## src/pkg/amdp_consts.svh

```systemverilog
// Constants for the multi-sector, DMA and power-control command block.
`ifndef AMDP_CONSTS_SVH
`define AMDP_CONSTS_SVH
// ****************************************
// Register offsets (byte addresses).
// ****************************************
`define AMDP_OFF_FEATURE  12'h000
`define AMDP_OFF_SECTCNT  12'h004
`define AMDP_OFF_LBA_LO   12'h008
`define AMDP_OFF_LBA_HI   12'h00C
`define AMDP_OFF_HEAD     12'h010
`define AMDP_OFF_COMMAND  12'h014
`define AMDP_OFF_STATUS   12'h018
`define AMDP_OFF_CONTROL  12'h01C
// ****************************************
// Command codes.
// ****************************************
`define AMDP_CMD_SETMUL   8'hC6
`define AMDP_CMD_RD_DMA0  8'hC8
`define AMDP_CMD_RD_DMA1  8'hC9
`define AMDP_CMD_WR_DMA0  8'hCA
`define AMDP_CMD_WR_DMA1  8'hCB
`define AMDP_CMD_RD_EXT   8'h25
`define AMDP_CMD_WR_EXT   8'h35
`define AMDP_CMD_SETFEAT  8'hEF
`define AMDP_PWR_NIBBLE   4'hE
`define AMDP_SUB_STBY_IMM 4'h0
`define AMDP_SUB_IDLE_IMM 4'h1
`define AMDP_SUB_STBY     4'h2
`define AMDP_SUB_IDLE     4'h3
`define AMDP_SUB_QUERY    4'h5
`define AMDP_SUB_SLEEP    4'h6
`define AMDP_FEAT_KEEP    8'h66
`define AMDP_FEAT_REVERT  8'hCC
// ****************************************
// Field positions and reset values.
// ****************************************
`define AMDP_HEAD_LBA_BIT 6
`define AMDP_CTL_SRST_BIT 2
`define AMDP_BLK_DEFAULT  5'h10
`define AMDP_QUERY_IDLE   8'hFF
`define AMDP_QUERY_STBY   8'h00
// ****************************************
// Timing.
// ****************************************
`define AMDP_CLK_HZ       10000000
`define AMDP_TICK_S       5
`define AMDP_TICK_CYC     (`AMDP_TICK_S * `AMDP_CLK_HZ)
`endif

```

## src/pkg/amdp_pkg.sv

```systemverilog
// Types for the multi-sector, DMA and power-control command block.
package amdp_pkg;
  typedef enum logic [2:0] {ST_IDLE, ST_EXEC, ST_SPIN, ST_XFER, ST_SECT, ST_DONE} amdp_state_e;
  typedef enum logic [1:0] {PM_SPINUP, PM_IDLE, PM_STANDBY, PM_SLEEP} amdp_pm_e;
  typedef logic [7:0] amdp_byte_t;
endpackage : amdp_pkg

```

## src/design/amdp_core.sv

```systemverilog
// Command execution for block size, DMA transfers and power control.
`timescale 1ns/10ps
`include "amdp_consts.svh"
module amdp_core #(
  parameter int  SECTOR_WORDS = 256,
  parameter int  SPINUP_CYC   = 16,
  parameter int  TICK_CYC     = `AMDP_TICK_CYC
) (
  // Clock and reset.
  input  wire logic        core_clk,
  input  wire logic        rst,
  // APB slave.
  input  wire logic        psel,
  input  wire logic        penable,
  input  wire logic        pwrite,
  input  wire logic [11:0] paddr,
  input  wire logic [31:0] pwdata,
  output logic      [31:0] prdata,
  output logic             pready,
  output logic             pslverr,
  // DMA pins.
  output logic             dmarq,
  input  wire logic        dmack,
  // Media error from the disk channel.
  input  wire logic        media_err,
  // Interrupt pin.
  output logic             intrq,
  // Power mode.
  output amdp_pkg::amdp_pm_e pm_mode
);
  import amdp_pkg::*;

  // ****************************************
  // State.
  // ****************************************
  amdp_state_e state_ff;
  amdp_pm_e    pm_ff;
  amdp_byte_t  feature_reg_ff;
  amdp_byte_t  cmd_ff;
  amdp_byte_t  head_reg_ff;
  logic [15:0] sector_count_reg_ff;
  logic [47:0] lba_ff;
  logic [4:0]  block_ff;
  logic        multi_en_ff, keep_mode_ff, err_ff, abrt_ff, unc_ff, intrq_ff;
  logic [16:0] rem_ff;
  logic [15:0] wcnt_ff, spin_ff, tmr_ff, tmr_load_ff;
  logic [31:0] presc_ff;
  logic        ack_s1_ff, ack_s2_ff, ack_s3_ff, err_s1_ff, err_s2_ff;
  logic        wr_en, rd_en, cmd_go, srst, stat_rd, bsy, drdy;
  logic        ack_edge, is_dma, is_ext, is_pwr, blk_ok, tick, spin_done;
  logic [3:0]  sub;
  logic [27:0] lba28_inc;
  logic [15:0] tmr_code;

  // ****************************************
  // Decode.
  // ****************************************
  assign wr_en   = psel & penable & pwrite;
  assign rd_en   = psel & penable & ~pwrite;
  assign cmd_go  = wr_en & (paddr == `AMDP_OFF_COMMAND) & (state_ff == ST_IDLE);
  assign srst    = wr_en & (paddr == `AMDP_OFF_CONTROL) & pwdata[`AMDP_CTL_SRST_BIT];
  assign stat_rd = rd_en & (paddr == `AMDP_OFF_STATUS);
  assign sub     = cmd_ff[3:0];
  assign is_pwr  = cmd_ff[7:4] == `AMDP_PWR_NIBBLE;
  assign is_ext  = (cmd_ff == `AMDP_CMD_RD_EXT) | (cmd_ff == `AMDP_CMD_WR_EXT);
  assign is_dma  = is_ext | (cmd_ff == `AMDP_CMD_RD_DMA0) | (cmd_ff == `AMDP_CMD_RD_DMA1)
                 | (cmd_ff == `AMDP_CMD_WR_DMA0) | (cmd_ff == `AMDP_CMD_WR_DMA1);
  assign blk_ok  = (sector_count_reg_ff[7:0] == 8'h01) | (sector_count_reg_ff[7:0] == 8'h02)
                 | (sector_count_reg_ff[7:0] == 8'h04) | (sector_count_reg_ff[7:0] == 8'h08)
                 | (sector_count_reg_ff[7:0] == 8'h10);
  assign bsy       = (state_ff != ST_IDLE) & (state_ff != ST_XFER);
  assign dmarq     = state_ff == ST_XFER;
  assign drdy      = (pm_ff == PM_IDLE) | (pm_ff == PM_STANDBY);
  assign ack_edge  = ack_s2_ff & ~ack_s3_ff;
  assign tick      = presc_ff == 32'(TICK_CYC - 1);
  assign spin_done = spin_ff == 16'(SPINUP_CYC - 1);
  assign lba28_inc = {head_reg_ff[3:0], lba_ff[23:0]} + 28'h0000001;
  assign intrq     = intrq_ff;
  assign pm_mode   = pm_ff;
  assign pready    = 1'b1;

  // Stand-by timer reload in 5 s ticks.
  always_comb begin
    tmr_code = 16'h0000;
    if (sector_count_reg_ff[7:0] <= 8'd240) begin
      tmr_code = {8'h00, sector_count_reg_ff[7:0]};
    end else if (sector_count_reg_ff[7:0] <= 8'd251) begin
      tmr_code = 16'(({8'h00, sector_count_reg_ff[7:0]} - 16'd240) * 16'd360);
    end else if (sector_count_reg_ff[7:0] == 8'd252) begin
      tmr_code = 16'd252;
    end else if (sector_count_reg_ff[7:0] == 8'd253) begin
      tmr_code = 16'd7200;
    end else if (sector_count_reg_ff[7:0] == 8'd255) begin
      tmr_code = 16'd255;
    end
  end

  // ****************************************
  // APB read data.
  // ****************************************
  always_comb begin
    prdata  = 32'h00000000;
    pslverr = 1'b0;
    unique case (paddr)
      `AMDP_OFF_FEATURE: prdata = {24'h000000, feature_reg_ff};
      `AMDP_OFF_SECTCNT: prdata = {16'h0000, sector_count_reg_ff};
      `AMDP_OFF_LBA_LO:  prdata = {8'h00, lba_ff[23:0]};
      `AMDP_OFF_LBA_HI:  prdata = {8'h00, lba_ff[47:24]};
      `AMDP_OFF_HEAD:    prdata = {24'h000000, head_reg_ff};
      `AMDP_OFF_COMMAND: prdata = {24'h000000, cmd_ff};
      `AMDP_OFF_STATUS:  prdata = {pm_ff, multi_en_ff, block_ff, 1'b0, unc_ff, 3'h0, abrt_ff,
                                   2'h0, 8'h00, bsy, drdy, 3'h0, dmarq, 1'b0, err_ff};
      `AMDP_OFF_CONTROL: prdata = {31'h00000000, keep_mode_ff};
      default:           pslverr = psel & penable;
    endcase
  end

  // ****************************************
  // Pin synchronisers.
  // ****************************************
  always_ff @(posedge core_clk or posedge rst) begin
    if (rst) begin
      ack_s1_ff <= 1'b0;
      ack_s2_ff <= 1'b0;
      ack_s3_ff <= 1'b0;
      err_s1_ff <= 1'b0;
      err_s2_ff <= 1'b0;
    end else begin
      ack_s1_ff <= dmack;
      ack_s2_ff <= ack_s1_ff;
      ack_s3_ff <= ack_s2_ff;
      err_s1_ff <= media_err;
      err_s2_ff <= err_s1_ff;
    end
  end

  // ****************************************
  // Command sequencer.
  // ****************************************
  always_ff @(posedge core_clk or posedge rst) begin
    if (rst) begin
      state_ff <= ST_IDLE;
      cmd_ff   <= 8'h00;
      rem_ff   <= 17'h00000;
      wcnt_ff  <= 16'h0000;
    end else if (srst) begin
      state_ff <= ST_IDLE;
    end else begin
      unique case (state_ff)
        ST_IDLE: begin
          if (cmd_go) begin
            cmd_ff   <= pwdata[7:0];
            state_ff <= ST_EXEC;
          end
        end
        ST_EXEC: begin
          rem_ff  <= is_ext ? ((sector_count_reg_ff == 16'h0000) ? 17'h10000
                                : {1'b0, sector_count_reg_ff})
                            : ((sector_count_reg_ff[7:0] == 8'h00) ? 17'h00100
                                : {9'h000, sector_count_reg_ff[7:0]});
          wcnt_ff <= 16'h0000;
          if (pm_ff == PM_SLEEP) begin
            state_ff <= ST_DONE;
          end else if (is_dma & ~(is_ext & ~head_reg_ff[`AMDP_HEAD_LBA_BIT])) begin
            state_ff <= ST_SPIN;
          end else if (is_pwr & ((sub == `AMDP_SUB_IDLE_IMM) | (sub == `AMDP_SUB_IDLE))) begin
            state_ff <= ST_SPIN;
          end else begin
            state_ff <= ST_DONE;
          end
        end
        ST_SPIN: begin
          if (pm_ff == PM_IDLE) begin
            state_ff <= is_dma ? ST_XFER : ST_DONE;
          end
        end
        ST_XFER: begin
          if (ack_edge) begin
            if (wcnt_ff == 16'(SECTOR_WORDS - 1)) begin
              wcnt_ff  <= 16'h0000;
              state_ff <= ST_SECT;
            end else begin
              wcnt_ff <= wcnt_ff + 16'h0001;
            end
          end
        end
        ST_SECT: begin
          rem_ff   <= rem_ff - 17'h00001;
          state_ff <= (err_s2_ff | (rem_ff == 17'h00001)) ? ST_DONE : ST_XFER;
        end
        ST_DONE: state_ff <= ST_IDLE;
        default: state_ff <= ST_IDLE;
      endcase
    end
  end

  // ****************************************
  // Task-file registers.
  // ****************************************
  always_ff @(posedge core_clk or posedge rst) begin
    if (rst) begin
      feature_reg_ff      <= 8'h00;
      sector_count_reg_ff <= 16'h0000;
      lba_ff              <= 48'h000000000000;
      head_reg_ff         <= 8'h00;
    end else begin
      if (wr_en & (state_ff == ST_IDLE)) begin
        unique case (paddr)
          `AMDP_OFF_FEATURE: feature_reg_ff <= pwdata[7:0];
          `AMDP_OFF_SECTCNT: sector_count_reg_ff <= pwdata[15:0];
          `AMDP_OFF_LBA_LO:  lba_ff[23:0] <= pwdata[23:0];
          `AMDP_OFF_LBA_HI:  lba_ff[47:24] <= pwdata[23:0];
          `AMDP_OFF_HEAD:    head_reg_ff <= pwdata[7:0];
          default:           ;
        endcase
      end
      if ((state_ff == ST_EXEC) & is_pwr & (sub == `AMDP_SUB_QUERY)) begin
        sector_count_reg_ff <= {sector_count_reg_ff[15:8],
                                (pm_ff == PM_IDLE) ? `AMDP_QUERY_IDLE
                                                   : `AMDP_QUERY_STBY};
      end
      if ((state_ff == ST_SECT) & ~err_s2_ff) begin
        if (rem_ff == 17'h00001) begin
          sector_count_reg_ff <= 16'h0000;
        end else if (is_ext) begin
          lba_ff <= lba_ff + 48'h000000000001;
        end else begin
          lba_ff[23:0]     <= lba28_inc[23:0];
          head_reg_ff[3:0] <= lba28_inc[27:24];
        end
      end
    end
  end

  // ****************************************
  // Block size and feature mode.
  // ****************************************
  always_ff @(posedge core_clk or posedge rst) begin
    if (rst) begin
      block_ff     <= `AMDP_BLK_DEFAULT;
      multi_en_ff  <= 1'b1;
      keep_mode_ff <= 1'b0;
    end else if (srst) begin
      if (~keep_mode_ff) begin
        block_ff    <= `AMDP_BLK_DEFAULT;
        multi_en_ff <= 1'b1;
      end
    end else if ((state_ff == ST_EXEC) & (pm_ff != PM_SLEEP)) begin
      if (cmd_ff == `AMDP_CMD_SETMUL) begin
        if (sector_count_reg_ff[7:0] == 8'h00) begin
          multi_en_ff <= 1'b0;
        end else if (blk_ok) begin
          block_ff    <= sector_count_reg_ff[4:0];
          multi_en_ff <= 1'b1;
        end else begin
          multi_en_ff <= 1'b0;
        end
      end else if ((cmd_ff == `AMDP_CMD_SETFEAT) & (feature_reg_ff == `AMDP_FEAT_KEEP)) begin
        keep_mode_ff <= 1'b1;
      end else if ((cmd_ff == `AMDP_CMD_SETFEAT) & (feature_reg_ff == `AMDP_FEAT_REVERT)) begin
        keep_mode_ff <= 1'b0;
      end
    end
  end

  // ****************************************
  // Error status and interrupt.
  // ****************************************
  always_ff @(posedge core_clk or posedge rst) begin
    if (rst) begin
      err_ff   <= 1'b0;
      abrt_ff  <= 1'b0;
      unc_ff   <= 1'b0;
      intrq_ff <= 1'b0;
    end else begin
      if (state_ff == ST_EXEC) begin
        abrt_ff <= (pm_ff == PM_SLEEP)
                 | ((cmd_ff == `AMDP_CMD_SETMUL) & (sector_count_reg_ff[7:0] != 8'h00) & ~blk_ok)
                 | (is_ext & ~head_reg_ff[`AMDP_HEAD_LBA_BIT])
                 | ~(is_dma | (cmd_ff == `AMDP_CMD_SETMUL) | (cmd_ff == `AMDP_CMD_SETFEAT)
                     | (is_pwr & ((sub <= `AMDP_SUB_IDLE) | (sub == `AMDP_SUB_QUERY)
                                  | (sub == `AMDP_SUB_SLEEP))));
        unc_ff  <= 1'b0;
      end else if ((state_ff == ST_SECT) & err_s2_ff) begin
        unc_ff <= 1'b1;
      end
      err_ff   <= abrt_ff | unc_ff;
      intrq_ff <= (state_ff == ST_DONE) | (intrq_ff & ~stat_rd & ~cmd_go & ~srst);
    end
  end

  // ****************************************
  // Power mode, spin-up and stand-by timer.
  // ****************************************
  always_ff @(posedge core_clk or posedge rst) begin
    if (rst) begin
      pm_ff <= PM_SPINUP;
    end else if (srst) begin
      if (pm_ff == PM_SLEEP) begin
        pm_ff <= PM_STANDBY;
      end
    end else if ((state_ff == ST_EXEC) & (pm_ff != PM_SLEEP) & is_pwr
                 & ((sub == `AMDP_SUB_STBY_IMM) | (sub == `AMDP_SUB_STBY))) begin
      pm_ff <= PM_STANDBY;
    end else if ((state_ff == ST_EXEC) & (pm_ff != PM_SLEEP) & is_pwr
                 & (sub == `AMDP_SUB_SLEEP)) begin
      pm_ff <= PM_SLEEP;
    end else if ((state_ff == ST_SPIN) & (pm_ff == PM_STANDBY)) begin
      pm_ff <= PM_SPINUP;
    end else if ((pm_ff == PM_SPINUP) & spin_done) begin
      pm_ff <= PM_IDLE;
    end else if ((pm_ff == PM_IDLE) & (tmr_load_ff != 16'h0000) & (tmr_ff == 16'h0000)) begin
      pm_ff <= PM_STANDBY;
    end
  end

  always_ff @(posedge core_clk or posedge rst) begin
    if (rst) begin
      spin_ff <= 16'h0000;
    end else begin
      spin_ff <= ((pm_ff == PM_SPINUP) & ~spin_done) ? spin_ff + 16'h0001 : 16'h0000;
    end
  end

  always_ff @(posedge core_clk or posedge rst) begin
    if (rst) begin
      tmr_load_ff <= 16'h0000;
      tmr_ff      <= 16'h0000;
      presc_ff    <= 32'h00000000;
    end else begin
      presc_ff <= tick ? 32'h00000000 : presc_ff + 32'h00000001;
      if ((state_ff == ST_EXEC) & is_pwr & (pm_ff != PM_SLEEP)
          & ((sub == `AMDP_SUB_STBY) | (sub == `AMDP_SUB_IDLE))) begin
        tmr_load_ff <= tmr_code;
        tmr_ff      <= tmr_code;
        presc_ff    <= 32'h00000000;
      end else if ((state_ff != ST_IDLE) | (pm_ff != PM_IDLE)) begin
        tmr_ff <= tmr_load_ff;
      end else if (tick & (tmr_ff != 16'h0000)) begin
        tmr_ff <= tmr_ff - 16'h0001;
      end
    end
  end

  // ****************************************
  // Assertions.
  // ****************************************
  a_busy_or_drq: assert property (@(posedge core_clk) disable iff (rst)
    (state_ff != ST_IDLE) |-> (bsy | dmarq)) else $error("Neither busy nor request in command.");
  a_accept_busy: assert property (@(posedge core_clk) disable iff (rst)
    cmd_go & ~srst |=> bsy ##1 bsy) else $error("Command not marked busy.");
  a_intr_once: assert property (@(posedge core_clk) disable iff (rst)
    $rose(intrq) |-> $past(state_ff == ST_DONE)) else $error("Interrupt outside completion.");
  a_intr_done: assert property (@(posedge core_clk) disable iff (rst)
    (state_ff == ST_DONE) & ~srst |=> intrq) else $error("No interrupt at completion.");
  a_block_legal: assert property (@(posedge core_clk) disable iff (rst)
    multi_en_ff |-> (block_ff inside {5'h01, 5'h02, 5'h04, 5'h08, 5'h10}))
    else $error("Illegal block size enabled.");
  a_block_zero: assert property (@(posedge core_clk) disable iff (rst)
    (state_ff == ST_EXEC) & (cmd_ff == `AMDP_CMD_SETMUL) & (pm_ff != PM_SLEEP) & ~srst
    & (sector_count_reg_ff[7:0] == 8'h00) |=> ~multi_en_ff) else $error("Zero did not disable.");
  a_query_value: assert property (@(posedge core_clk) disable iff (rst)
    (state_ff == ST_EXEC) & is_pwr & (sub == `AMDP_SUB_QUERY) |=>
    sector_count_reg_ff[7:0] == (($past(pm_ff) == PM_IDLE) ? 8'hFF : 8'h00))
    else $error("Wrong power query value.");
  a_spin_idle: assert property (@(posedge core_clk) disable iff (rst)
    $rose(pm_ff == PM_SPINUP) |-> (pm_ff == PM_SPINUP) [*2]) else $error("Spin-up too short.");
  a_xfer_idle: assert property (@(posedge core_clk) disable iff (rst)
    (state_ff == ST_XFER) |-> (pm_ff == PM_IDLE)) else $error("Transfer while spun down.");
  a_done_count: assert property (@(posedge core_clk) disable iff (rst)
    (state_ff == ST_SECT) & ~err_s2_ff & (rem_ff == 17'h00001) & ~srst |=>
    (sector_count_reg_ff == 16'h0000) & (state_ff == ST_DONE)) else $error("Bad completion.");
endmodule : amdp_core

```

## config.mk

```make
export PLATFORM = sky130hd
export DESIGN_NAME = amdp_core
export DESIGN_NICKNAME = d
export VERILOG_FILES = /design/src/pkg/amdp_pkg.sv /design/src/design/amdp_core.sv
export VERILOG_INCLUDE_DIRS = /design/src /design/src/pkg
export SDC_FILE = /design/constraint.sdc
export NUM_CORES = 1
export LEC_CHECK = 0
export BUFFER_PORTS_ARGS = -buffer_cell sky130_fd_sc_hd__buf_4
export CAP_MARGIN = 20
export CORE_ASPECT_RATIO = 0.9
export CORE_MARGIN = 2
export CORE_UTILIZATION = 33
export CTS_BUF_LIST = sky130_fd_sc_hd__clkbuf_8
export CTS_CLUSTER_SIZE = 14
export DETAILED_ROUTE_END_ITERATION = 7
export GPL_TIMING_DRIVEN = 0
export PLACE_DENSITY = 0.51
export RECOVER_POWER = 25
export REMOVE_ABC_BUFFERS = 1
export SLEW_MARGIN = 20
export SYNTH_ARGS = -nofsm -noshare
export SYNTH_HDL_FRONTEND = slang
export SYNTH_SLANG_ARGS = --single-unit
```

## constraint.sdc

```tcl
create_clock -name core_clk -period 7.8 [get_ports core_clk]
set_clock_uncertainty 0.2 [all_clocks]
set_input_delay 1.56 -clock core_clk [delete_from_list [all_inputs] [get_ports core_clk]]
set_output_delay 1.56 -clock core_clk [all_outputs]
set_load 0.01 [all_outputs]
```

==> summary.json, run 1 <==
{
  "outcome": "complete, but fails checks",
  "violations": "max-capacitance violations, max-slew violations",
  "firstDrtPassIters": 8,
  "fin_crit_ps": 5760,
  "cts.sink_count": 222,
  "fillCellCount": 4260,
  "seq_area_mm2": 0.00556,
  "synth_top_area_share": 0.397,
  "chip_width_um": 220,
  "tritoncts_buffers": 42,
  "synth-edff-count": 0,
  "synth_commonest_cells": "dfrtp_1, nor2_1, nand2_1",
  "endpoint_kind": "output port",
  "cts-root-to-sink-buffers": 3,
  "ctsResizeCount": 0,
  "critical_path.top_delay_family": "simple AND/OR/NAND/NOR gates",
  "post_drt_wl_per_cell_um": 18.6,
  "mappedNetlistArea_mm2": 0.0139,
  "layout-area-overhead-vs-synth_pct": 14.3,
  "synth.most_common_cell": "dfrtp_1",
  "longest_individual_stage_delay_on_the_worst_path_ps": 780,
  "first_global_vias": 11621,
  "grt_pass1_wl_um": 66000,
  "power.leakage_nw": 7.21,
  "worst_setup_path_start_kind": "input port",
  "ys_warn_count": 0,
  "worst_ep_required_time_ps": 6040,
  "hold_path.class": "reg2reg",
  "synth.ff_latch_count": 222,
  "arrival_ps": 4000,
  "grt_antenna_before_repair": 0,
  "cts.hold.buffers_added": 0,
  "number_of_input_and_output_port_buffers_inserted": 79,
  "place_worst_setup_slack_ps": 2060,
  "timing.critical_path.slowest_stage_cell": "nor3_4",
  "fin_setup_tns_ps": 0,
  "timing_max_transition_violations_final": 159,
  "placed_wire_length_estimate_um": 29700,
  "cts_tree": "built",
  "die_area_mm2": 0.0437,
  "cellPowerDensity_mw_per_mm2": 153,
  "final-setup-viol-count": 0,
  "synthCells": 1576,
  "final_net_count": 1740,
  "synth_async_sr_flop_share": 1.00,
  "criticalPathCategory": "in2out",
  "number_of_library_cell_types_mapped_by_synthesis": 91,
  "multiInputGateArea_mm2": 0.00776,
  "cts_htree_levels": 2,
  "final.period_utilization": 0.739,
  "clkLatencyLatePin_ps": 570,
  "synthFlopType": "dfrtp_1",
  "cp_num_buf_inv": 3,
  "fin_ws_ps": 2040,
  "timing.slew.headroom": -1.06,
  "worstPathMaxFanout": 14,
  "fmaxAchievable_mhz": 173,
  "maxCapViolCount": 2,
  "top_level_ports": 89,
  "cts.clk_slew.worst_paths_ps": 50,
  "effective_utilization_at_floorplan": 0.333,
  "core_mm2": 0.0417,
  "overflow": 0,
  "path_cells": "buf_4, nor4_2, nand3_2, nor3_4, buf_8, a22oi_1, nand3_1, buf_4",
  "drt-total-wl_um": 41300,
  "synth.largest_area_cell": "dfrtp_1",
  "grt_max_degree": 93,
  "seq_area_frac_synth": 0.400,
  "hold_violations": 0,
  "routed-via-count": 12264,
  "fin_hold_ws_ps": 160,
  "dr.first_iter.drc_count": 1059,
  "final_layout_size_suffix_gt1_frac": 0.131,
  "postSynthAreaPerCell_um2": 8.81,
  "drtAntennaViolNets": 0,
  "post-route-drc-count": 0,
  "top_cells_by_area_synth": "dfrtp_1, nor2_1, nand2_1",
  "via_per_inst": 5.53,
  "rows": 71,
  "die-height_um": 199,
  "post_cts_buffers": 0,
  "tightest_slew_ps": 3070,
  "gp_congestion": 0.825,
  "clk_root_buffer_cell": "clkbuf_8",
  "grt_util_all_layers": 0.190,
  "rsz0062_at_grt": "false",
  "critical_path.most_common_cell": "buf_4",
  "vdd_ir_drop_max_uv": 104
}
==> stage by stage <==
| step | std cells | instance area [um^2] | power [mW] | utilization |
|---|---|---|---|---|
| final | 2216 | 15900 | 2.43 | 0.381 |
| after CTS | 2215 | 15900 | 2.48 | 0.382 |
| after global placement | 2133 | 14900 | 1.28 | 0.356 |
| after detailed placement | 2143 | 15100 | 1.28 | 0.361 |
| after global routing | 2215 | 15900 | 2.54 | 0.381 |
| after floorplan | 1507 | 13600 | 1.23 | - |
==> layer usage <==
layer / routed length [um] / GRT usage / vias up
li1: - / - / 5861
met1: 21200 / 0.297 / 5998
met2: 17200 / 0.269 / 352
met3: 2260 / 0.0304 / 53
met4: 669 / 0.0437 / 0
met5: 0 / 0 / -
==> power by group <==
| group | total, mW | internal [mW] | switching (mW) | leakage, nW |
|---|---|---|---|---|
| Sequential | 1.18 | 1.16 | 0.0124 | 2.93 |
| Clock | 1.17 | 0.654 | 0.520 | 0.487 |
| Combinational | 0.0834 | 0.0271 | 0.0562 | 3.80 |
==> logic make-up after synthesis <==
group / after synthesis / synth area share
AND/OR/NAND/NOR: 676 / 0.251
AO/OA/AOI/OAI: 376 / 0.183
flip-flops: 222 / 0.400
buffers and inverters: 150 / 0.0440
XOR/XNOR: 58 / 0.0366
adder cells (fa/ha/maj): 49 / 0.0512
multiplexers: 44 / 0.0335
other: 1 / 0.000270
==> final timing paths <==
| path | startpoint | endpoint | slack, ps | cells after the start |
|---|---|---|---|---|
| setup / recovery | paddr[9] | prdata[6] | 2040 | 8 |
| hold / removal | err_s1_ff | err_s2_ff | 160 | 0 |
| setup reg to reg | sector_count_reg_ff[4] | tmr_ff[15] | 3060 | 15 |
| hold reg to reg | err_s1_ff | err_s2_ff | 160 | 0 |
| max in group asynchronous | rst | wcnt_ff[13] | 2240 | 3 |
| min in group asynchronous | rst | lba_ff[38] | 1680 | 2 |
==> cell usage in the layout, fill, tap and decap left out, types with 49 or more instances in the layout <==
cell type	instances
dfrtp_1	220
nand2_1	135
inv_1	91
nor3_1	49
buf_4	80
a21oi_1	78
clkbuf_8	58
nor2_1	203
o21ai_0	86
nand3_1	81
==> cell type report <==
class / count / area share
Timing Repair Buffer: 89 / 0.0449
Tap cell: 547 / 0.0431
Clock buffer: 58 / 0.0503
Multi-Input combinational cell: 1204 / 0.489
Inverter: 81 / 0.0192
Sequential cell: 222 / 0.350
Clock inverter: 14 / 0.00355
Antenna cell: 1 / 0.000158
==> state kept, by name, summed over array words and instances, names as in the netlist, 2 cells and up <==
signal	flops
cmd_ff	8
presc_ff	32
head_reg_ff	8
lba_ff	48
tmr_ff	16
wcnt_ff	16
rem_ff	17
spin_ff	16
pm_mode	2
feature_reg_ff	8
tmr_load_ff	16
state_ff	3
sector_count_reg_ff	16
block_ff	5
==> worst reg2reg max path: stages (launching register included) <==
cell and delay, ps:
dfrtp_1 630, ha_1 330, and3_1 290, inv_1 170, ha_1 350, inv_1 70, fa_1 490, fa_1 520
inv_1 40, ha_1 240, or4_1 490, o22ai_1 180, xnor2_1 170, nor2_1 130, a21o_1 200, o2bb2ai_1 120
No activity file was read; power rests on OpenSTA's default activity.
==> run 2, diff against run 1 <==
--- a/config.mk
+++ b/config.mk
@@ -6,6 +6,7 @@
 export SDC_FILE = /design/constraint.sdc
 export NUM_CORES = 1
 export LEC_CHECK = 0
+export ABC_AREA = 1
 export BUFFER_PORTS_ARGS = -buffer_cell sky130_fd_sc_hd__buf_4
 export CAP_MARGIN = 20
 export CORE_ASPECT_RATIO = 0.9
==> constraint.sdc (replaced) <==
create_clock -name core_clk -period 4.9 [get_ports core_clk]
set_clock_uncertainty 0.2 [all_clocks]
set_input_delay 0.98 -clock core_clk [delete_from_list [all_inputs] [get_ports core_clk]]
set_output_delay 0.98 -clock core_clk [all_outputs]
set_load 0.01 [all_outputs]
==> summary.json, run 2 <==
{
  "outcome": {"value": "complete, but fails checks", "change": "unchanged"},
  "violations": {"value": "max-capacitance violations, max-slew violations", "change": "unchanged"},
  "rsz0062_at_grt": {"value": "false", "change": "unchanged"},
  "multiInputGateArea": {"value": 0.00889, "unit": "mm^2", "change": "was 0.00776 mm^2"},
  "gp_congestion": {"value": 0.916, "change": "was 0.825"},
  "synth.ff_latch_count": {"value": 222, "change": "unchanged"},
  "arrival": {"value": 3110, "unit": "ps", "change": "was 4000 ps"},
  "synth_commonest_cells": {"value": "nand2_1, inv_1, nor2_1", "change": "was dfrtp_1, nor2_1, nand2_1"},
  "dp.cells": {"value": 3025, "change": "was 2,143"},
  "grt_pass1_wl": {"value": 85600, "unit": "um", "change": "was 66,000 um"},
  "worst_setup_path_start_kind": {"value": "input port", "change": "unchanged"},
  "firstDrtPassIters": {"value": 6, "change": "was 8"},
  "finish.cell_count_without_fillers": {"value": 3109, "change": "was 2,216"},
  "postSynthAreaPerCell": {"value": 6.72, "unit": "um^2", "change": "was 8.81 um^2"},
  "number_of_library_cell_types_mapped_by_synthesis": {"value": 54, "change": "was 91"},
  "final_net_count": {"value": 2548, "change": "was 1,740"},
  "max_flop_register": {"value": "lba_ff", "change": "unchanged"},
  "placed_wire_length_estimate": {"value": 40700, "unit": "um", "change": "was 29,700 um"},
  "cts.hold.buffers_added": {"value": 0, "change": "unchanged"},
  "die-height": {"value": 212, "unit": "um", "change": "was 199 um"},
  "cell_area_reported_after_detailed_placement": {"value": 0.0171, "unit": "mm^2", "change": "was 0.0151 mm^2"},
  "clkLatencyLatePin": {"value": 630, "unit": "ps", "change": "was 570 ps"},
  "synth.largest_area_cell": {"value": "dfrtp_1", "change": "unchanged"},
  "dr.first_iter.drc_count": {"value": 1268, "change": "was 1,059"},
  "hold_path.class": {"value": "reg2reg", "change": "unchanged"},
  "mostFrequentLayoutCell": {"value": "nand2_1", "change": "was dfrtp_1"},
  "timing.slew.headroom": {"value": -1.15, "change": "was -1.06"},
  "timing_max_transition_violations_final": {"value": 76, "change": "was 159"},
  "seq_area": {"value": 0.00556, "unit": "mm^2", "change": "unchanged"},
  "synth-edff-count": {"value": 0, "change": "unchanged"},
  "cts.sink_count": {"value": 222, "change": "unchanged"},
  "tightest_slew": {"value": 3220, "unit": "ps", "change": "was 3070 ps"},
  "number_of_input_and_output_port_buffers_inserted": {"value": 79, "change": "unchanged"},
  "synth_async_sr_flop_share": {"value": 1.00, "change": "unchanged"},
  "effective_utilization_at_floorplan": {"value": 0.334, "change": "was 0.333"},
  "grt_antenna_before_repair": {"value": 1, "change": "was 0"},
  "fillCellCount": {"value": 5143, "change": "was 4,260"},
  "layout-area-overhead-vs-synth": {"value": 13.6, "unit": "%", "change": "was 14.3%"},
  "maxCapViolCount": {"value": 1, "change": "was 2"},
  "post_cts_buffers": {"value": 0, "change": "unchanged"},
  "grt_max_degree": {"value": 78, "change": "was 93"},
  "criticalPathCategory": {"value": "in2out", "change": "unchanged"},
  "endpoint_kind": {"value": "output port", "change": "unchanged"},
  "top_cells_by_area_synth": {"value": "dfrtp_1, nand2_1, inv_1", "change": "was dfrtp_1, nor2_1, nand2_1"},
  "synth.most_common_cell": {"value": "nand2_1", "change": "was dfrtp_1"},
  "worstPathMaxFanout": {"value": 26, "change": "was 14"},
  "fmaxAchievable_mhz": 233,
  "die_area": {"value": 0.0501, "unit": "mm^2", "change": "was 0.0437 mm^2"},
  "cts.clk_slew.worst_paths": {"value": 50, "unit": "ps", "change": "about the same"},
  "ctsResizeCount": {"value": 0, "change": "unchanged"},
  "ys_warn_count": {"value": 0, "change": "unchanged"},
  "synthCells": {"value": 2372, "change": "was 1,576"},
  "clk_root_buffer_cell": {"value": "clkbuf_8", "change": "unchanged"},
  "drt-total-wl": {"value": 54300, "unit": "um", "change": "was 41,300 um"},
  "cts-root-to-sink-buffers": {"value": 3, "change": "unchanged"},
  "vdd_ir_drop_max": {"value": 189, "unit": "uV", "change": "was 104 uV"},
  "routed-via-count": {"value": 15667, "change": "was 12,264"},
  "final-setup-viol-count": {"value": 0, "change": "unchanged"},
  "r2r_setup_slack": {"value": 870, "unit": "ps", "change": "was 3060 ps"},
  "grt_util_all_layers": {"value": 0.219, "change": "was 0.190"},
  "core": {"value": 0.0477, "unit": "mm^2", "change": "was 0.0417 mm^2"},
  "rows": {"value": 76, "change": "was 71"},
  "tritoncts_buffers": {"value": 45, "change": "was 42"},
  "top_level_ports": {"value": 89, "change": "unchanged"},
  "final.period_utilization": 0.875,
  "cts_htree_levels": {"value": 2, "change": "unchanged"},
  "cts_tree": {"value": "built", "change": "unchanged"},
  "synth_top_area_share": {"value": 0.346, "change": "was 0.397"},
  "synthFlopType": {"value": "dfrtp_1", "change": "unchanged"},
  "worst_ep_required_time": {"value": 3720, "unit": "ps", "change": "was 6040 ps"},
  "post-route-drc-count": {"value": 0, "change": "unchanged"},
  "power.leakage": {"value": 9.04, "unit": "nW", "change": "was 7.21 nW"},
  "largest_register_ff_count": {"value": 48, "change": "unchanged"},
  "fin_crit_ps": 4290,
  "mappedNetlistArea": {"value": 0.0159, "unit": "mm^2", "change": "was 0.0139 mm^2"},
  "finish.instance_area": {"value": 0.0181, "unit": "mm^2", "change": "was 0.0159 mm^2"},
  "cellPowerDensity": {"value": 312, "unit": "mW/mm^2", "change": "was 153 mW/mm^2"},
  "most-common-layout-cells": {"value": "nand2_1, inv_1, nor2_1", "change": "was dfrtp_1, nor2_1, nand2_1"},
  "reg.largest.list": {"value": "lba_ff (48), presc_ff (32), rem_ff (17)", "change": "unchanged"},
  "overflow": {"value": 0, "change": "unchanged"},
  "seq_area_frac_synth": {"value": 0.349, "change": "was 0.400"},
  "chip_width": {"value": 236, "unit": "um", "change": "was 220 um"},
  "fin_hold_ws": {"value": 152, "unit": "ps", "change": "was 160 ps"},
  "final_layout_size_suffix_gt1_frac": {"value": 0.0894, "change": "was 0.131"},
  "post_drt_wl_per_cell": {"value": 17.5, "unit": "um", "change": "was 18.6 um"},
  "drtAntennaViolNets": {"value": 0, "change": "unchanged"},
  "via_per_inst": {"value": 5.04, "change": "was 5.53"},
  "first_global_vias": {"value": 15339, "change": "was 11,621"},
  "hold_violations": {"value": 0, "change": "unchanged"}
}
[run 2: per-stage QoR]
| step | util | TNS [ps] | setup WS (ps) | power (mW) |
|---|---|---|---|---|
| after floorplan | - | -519260 | -2350 | 3.12 |
| after global placement | 0.356 | -1295470 | -5880 | 3.56 |
| after detailed placement | 0.359 | 0 | 537 | 3.58 |
| after CTS | 0.379 | 0 | 535 | 5.71 |
| after global routing | 0.379 | 0 | 448 | 6.01 |
| final | 0.379 | 0 | 612 | 5.64 |
[run 2: power breakdown]
part / internal (mW) / total (mW) / switching, mW
Sequential: 2.01 / 2.23 / 0.226
Combinational: 0.394 / 1.34 / 0.941
Clock: 1.15 / 2.07 / 0.918
[run 2: worst max-delay path, cell delays in order]
cell and delay, ps:
buf_4 110, nor2_2 160, nand2_1 90, nor2_2 270, nand2_2 490, inv_1 480
nand2_1 160, o211ai_1 170, buf_4 180
[run 2: path summary, 6_finish.rpt]
path	startpoint	endpoint	cells after the start
max	paddr[1]	prdata[5]	9
min	err_s1_ff	err_s2_ff	0
max reg2reg	sector_count_reg_ff[4]	tmr_ff[11]	16
min reg2reg	err_s1_ff	err_s2_ff	0
max in group asynchronous	rst	spin_ff[3]	2
min in group asynchronous	rst	rem_ff[14]	2
[run 2: final cells by class]
cell class	instances	share of cell area
Antenna cell	1	0.000138
Clock inverter	26	0.00919
Timing Repair Buffer	84	0.0397
Inverter	319	0.0664
Clock buffer	57	0.0433
Sequential cell	222	0.307
Tap cell	624	0.0431
Multi-Input combinational cell	1776	0.491
[run 2: cell families (layout without fill, tap and decap cells)]
kind of cell / after synthesis / after routing / share of synthesized area
AND/OR/NAND/NOR: 1372 / 1372 / 0.374
buffers and inverters: 374 / 486 / 0.0949
AO/OA/AOI/OAI: 291 / 291 / 0.102
flip-flops: 222 / 222 / 0.349
XOR/XNOR: 61 / 61 / 0.0335
adder cells (fa/ha/maj): 49 / 49 / 0.0446
multiplexers: 2 / 2 / 0.00126
other: 1 / 2 / 0.000235
[run 2: per-layer routing]
metal / vias up / routed length, um / global-route usage
met1: 7352 / 24600 / 0.283
met4: 0 / 1790 / 0.0804
met3: 100 / 2940 / 0.0428
met5: - / 0 / 0
met2: 404 / 25000 / 0.364
li1: 7811 / - / -
==> run 3, diff against run 2 <==
--- a/config.mk
+++ b/config.mk
@@ -16,6 +16,7 @@
 export CTS_CLUSTER_SIZE = 14
 export DETAILED_ROUTE_END_ITERATION = 7
 export GPL_TIMING_DRIVEN = 0
+export MAX_ROUTING_LAYER = met4
 export PLACE_DENSITY = 0.51
 export RECOVER_POWER = 25
 export REMOVE_ABC_BUFFERS = 1
==> summary.json, run 3 (synthesis results as in run 2) <==
{
  "outcome": {"value": "complete, but fails checks", "change": "unchanged"},
  "violations": {"value": "max-capacitance violations, max-slew violations", "change": "unchanged"},
  "rows": {"value": 76, "change": "unchanged"},
  "via_per_inst": {"value": 5.06, "change": "was 5.04"},
  "number_of_input_and_output_port_buffers_inserted": {"value": 79, "change": "unchanged"},
  "ctsResizeCount": {"value": 0, "change": "unchanged"},
  "power.leakage": {"value": 9.02, "unit": "nW", "change": "was 9.04 nW"},
  "r2r_end": {"value": "tmr_ff[15]", "change": "was tmr_ff[11]"},
  "top_level_ports": {"value": 89, "change": "unchanged"},
  "grt_max_degree": {"value": 86, "change": "was 78"},
  "drt-total-wl": {"value": 54600, "unit": "um", "change": "was 54,300 um"},
  "effective_utilization_at_floorplan": {"value": 0.334, "change": "unchanged"},
  "criticalPathCategory": {"value": "in2out", "change": "unchanged"},
  "hold_path.class": {"value": "reg2reg", "change": "unchanged"},
  "clk_root_buffer_cell": {"value": "clkbuf_8", "change": "unchanged"},
  "fin_crit": {"value": 4440, "unit": "ps", "change": "was 4290 ps"},
  "placed_wire_length_estimate": {"value": 40900, "unit": "um", "change": "was 40,700 um"},
  "path_cells": {"value": "buf_4, nor2_1, nand2_2, nor2_4, nand2_2, nand3_1, nor2_1, nor2_1, buf_4", "change": "was buf_4, nor2_2, nand2_1, nor2_2, nand2_2, inv_1, nand2_1, o211ai_1, buf_4"},
  "cts_htree_levels": {"value": 2, "change": "unchanged"},
  "finish.instance_area": {"value": 0.0181, "unit": "mm^2", "change": "unchanged"},
  "mostFrequentLayoutCell": {"value": "nand2_1", "change": "unchanged"},
  "grt_pass1_wl": {"value": 86300, "unit": "um", "change": "was 85,600 um"},
  "timing_max_transition_violations_final": {"value": 67, "change": "was 76"},
  "maxCapViolCount": {"value": 1, "change": "unchanged"},
  "reg.largest.list": {"value": "lba_ff (48), presc_ff (32), rem_ff (17)", "change": "unchanged"},
  "tritoncts_buffers": {"value": 45, "change": "unchanged"},
  "worst_ep_required_time": {"value": 3720, "unit": "ps", "change": "about the same"},
  "routed-via-count": {"value": 15716, "change": "was 15,667"},
  "total_power": {"value": 5.65, "unit": "mW", "change": "was 5.64 mW"},
  "worstPathMaxFanout": {"value": 26, "change": "unchanged"},
  "crit_reg_reg_startpoint": {"value": "sector_count_reg_ff[4]", "change": "unchanged"},
  "endpoint_kind": {"value": "output port", "change": "unchanged"},
  "overflow": {"value": 0, "change": "unchanged"},
  "fin_setup_tns": {"value": 0, "unit": "ps", "change": "unchanged"},
  "largest_register_ff_count": {"value": 48, "change": "unchanged"},
  "firstDrtPassIters": {"value": 5, "change": "was 6"},
  "final.period_utilization": {"value": 0.907, "change": "was 0.875"},
  "worst_setup_path_start_kind": {"value": "input port", "change": "unchanged"},
  "worstHoldStart": {"value": "err_s1_ff", "change": "unchanged"},
  "post_cts_buffers": {"value": 0, "change": "unchanged"},
  "fmaxAchievable": {"value": 225, "unit": "MHz", "change": "was 233 MHz"},
  "fin_hold_ws": {"value": 148, "unit": "ps", "change": "was 152 ps"},
  "fin_util": {"value": 0.379, "change": "unchanged"},
  "ff2ff_path_depth": {"value": 18, "change": "was 16"},
  "final_net_count": {"value": 2548, "change": "unchanged"},
  "final_layout_size_suffix_gt1_frac": {"value": 0.0894, "change": "about the same"},
  "critical_path.most_common_cell": "nor2_1",
  "place_worst_setup_slack": {"value": 452, "unit": "ps", "change": "was 537 ps"},
  "cts_tree": {"value": "built", "change": "unchanged"},
  "chip_width": {"value": 236, "unit": "um", "change": "unchanged"},
  "dr.first_iter.drc_count": {"value": 1099, "change": "was 1,268"},
  "core": {"value": 0.0477, "unit": "mm^2", "change": "unchanged"},
  "die-height": {"value": 212, "unit": "um", "change": "unchanged"},
  "layout-area-overhead-vs-synth": {"value": 13.6, "unit": "%", "change": "unchanged"},
  "rsz0062_at_grt": {"value": "false", "change": "unchanged"},
  "fin_ws": {"value": 457, "unit": "ps", "change": "was 612 ps"},
  "cts.clk_slew.worst_paths": {"value": 60, "unit": "ps", "change": "was 50 ps"},
  "cellPowerDensity": {"value": 312, "unit": "mW/mm^2", "change": "about the same"},
  "timing.hold.worst_endpoint": {"value": "err_s2_ff", "change": "unchanged"},
  "longest_individual_stage_delay_on_the_worst_path": {"value": 720, "unit": "ps", "change": "was 490 ps"},
  "cts.sink_count": {"value": 222, "change": "unchanged"},
  "arrival": {"value": 3260, "unit": "ps", "change": "was 3110 ps"},
  "cell_area_reported_after_detailed_placement": {"value": 0.0171, "unit": "mm^2", "change": "about the same"},
  "r2r_setup_slack": {"value": 880, "unit": "ps", "change": "was 870 ps"},
  "first_global_vias": {"value": 15199, "change": "was 15,339"},
  "finish.cell_count_without_fillers": {"value": 3108, "change": "was 3,109"},
  "cts.hold.buffers_added": {"value": 0, "change": "unchanged"},
  "hold_depth": {"value": 0, "change": "unchanged"},
  "hold_violations": {"value": 0, "change": "unchanged"},
  "gp_congestion": {"value": 0.927, "change": "was 0.916"},
  "grt_util_all_layers": {"value": 0.227, "change": "was 0.219"},
  "post-route-drc-count": {"value": 0, "change": "unchanged"},
  "drtAntennaViolNets": {"value": 0, "change": "unchanged"},
  "final-setup-viol-count": {"value": 0, "change": "unchanged"},
  "max_flop_register": {"value": "lba_ff", "change": "unchanged"},
  "cts-root-to-sink-buffers": {"value": 3, "change": "unchanged"},
  "dp.cells": {"value": 3025, "change": "unchanged"},
  "grt_antenna_before_repair": {"value": 1, "change": "unchanged"},
  "most-common-layout-cells": {"value": "nand2_1, inv_1, nor2_1", "change": "unchanged"},
  "vdd_ir_drop_max": {"value": 223, "unit": "uV", "change": "was 189 uV"},
  "timing.slew.headroom": {"value": -0.882, "change": "was -1.15"},
  "die_area": {"value": 0.0501, "unit": "mm^2", "change": "unchanged"},
  "post_drt_wl_per_cell": {"value": 17.6, "unit": "um", "change": "was 17.5 um"},
  "tightest_slew": {"value": 2820, "unit": "ps", "change": "was 3220 ps"},
  "timing.critical_path.slowest_stage_cell": {"value": "nor2_1", "change": "was nand2_2"},
  "clkLatencyLatePin": {"value": 640, "unit": "ps", "change": "was 630 ps"}
}
==> run 3: cell types whose count changed in the layout (fill, tap and decap cells not counted), sizes merged <==
cell | before | now
clkinvlp | 1 | 2
bufinv | 2 | 1
clkinv | 12 | 8
clkbuf | 60 | 64
inv | 330 | 329
==> run 3: worst max-delay path: cells and delay by family <==
kind                   cells  cell delay, ps
AND/OR/NAND/NOR            7            1980
buffers and inverters      2             290
==> run 3: cell type report <==
cell class	instances	area, um^2
fillers	5237	29600
diodes	1	2.50
clock buffers	61	840
multi-input cells	1776	8880
repair buffers	84	716
clock inverters	21	120
inverters	319	1200
well taps	624	781
flip-flops and latches	222	5560
==> run 3: worst max path at each step <==
stage | startpoint | to | depth (start not counted)
final | paddr[11] | prdata[10] | 9
after global routing | paddr[11] | prdata[10] | 9
after CTS | paddr[11] | prdata[10] | 9
after detailed placement | paddr[11] | prdata[10] | 9
after global placement | rst | presc_ff[5] | 2
after floorplan | rst | abrt_ff | 1
==> run 3: report_power, final <==
group          leakage, nW  total [mW]  internal, mW  switching, mW
clock                0.540        2.09          1.16          0.931
sequential            2.70        2.24          2.01          0.231
combinational         5.78        1.32         0.395          0.929
total                 9.02        5.65          3.56           2.09
==> run 3: routing by layer <==
metal  share of wire  global-route usage
met1            0.46               0.292
met2            0.47               0.369
met3           0.048              0.0375
met4           0.025              0.0630
met5               0                   -
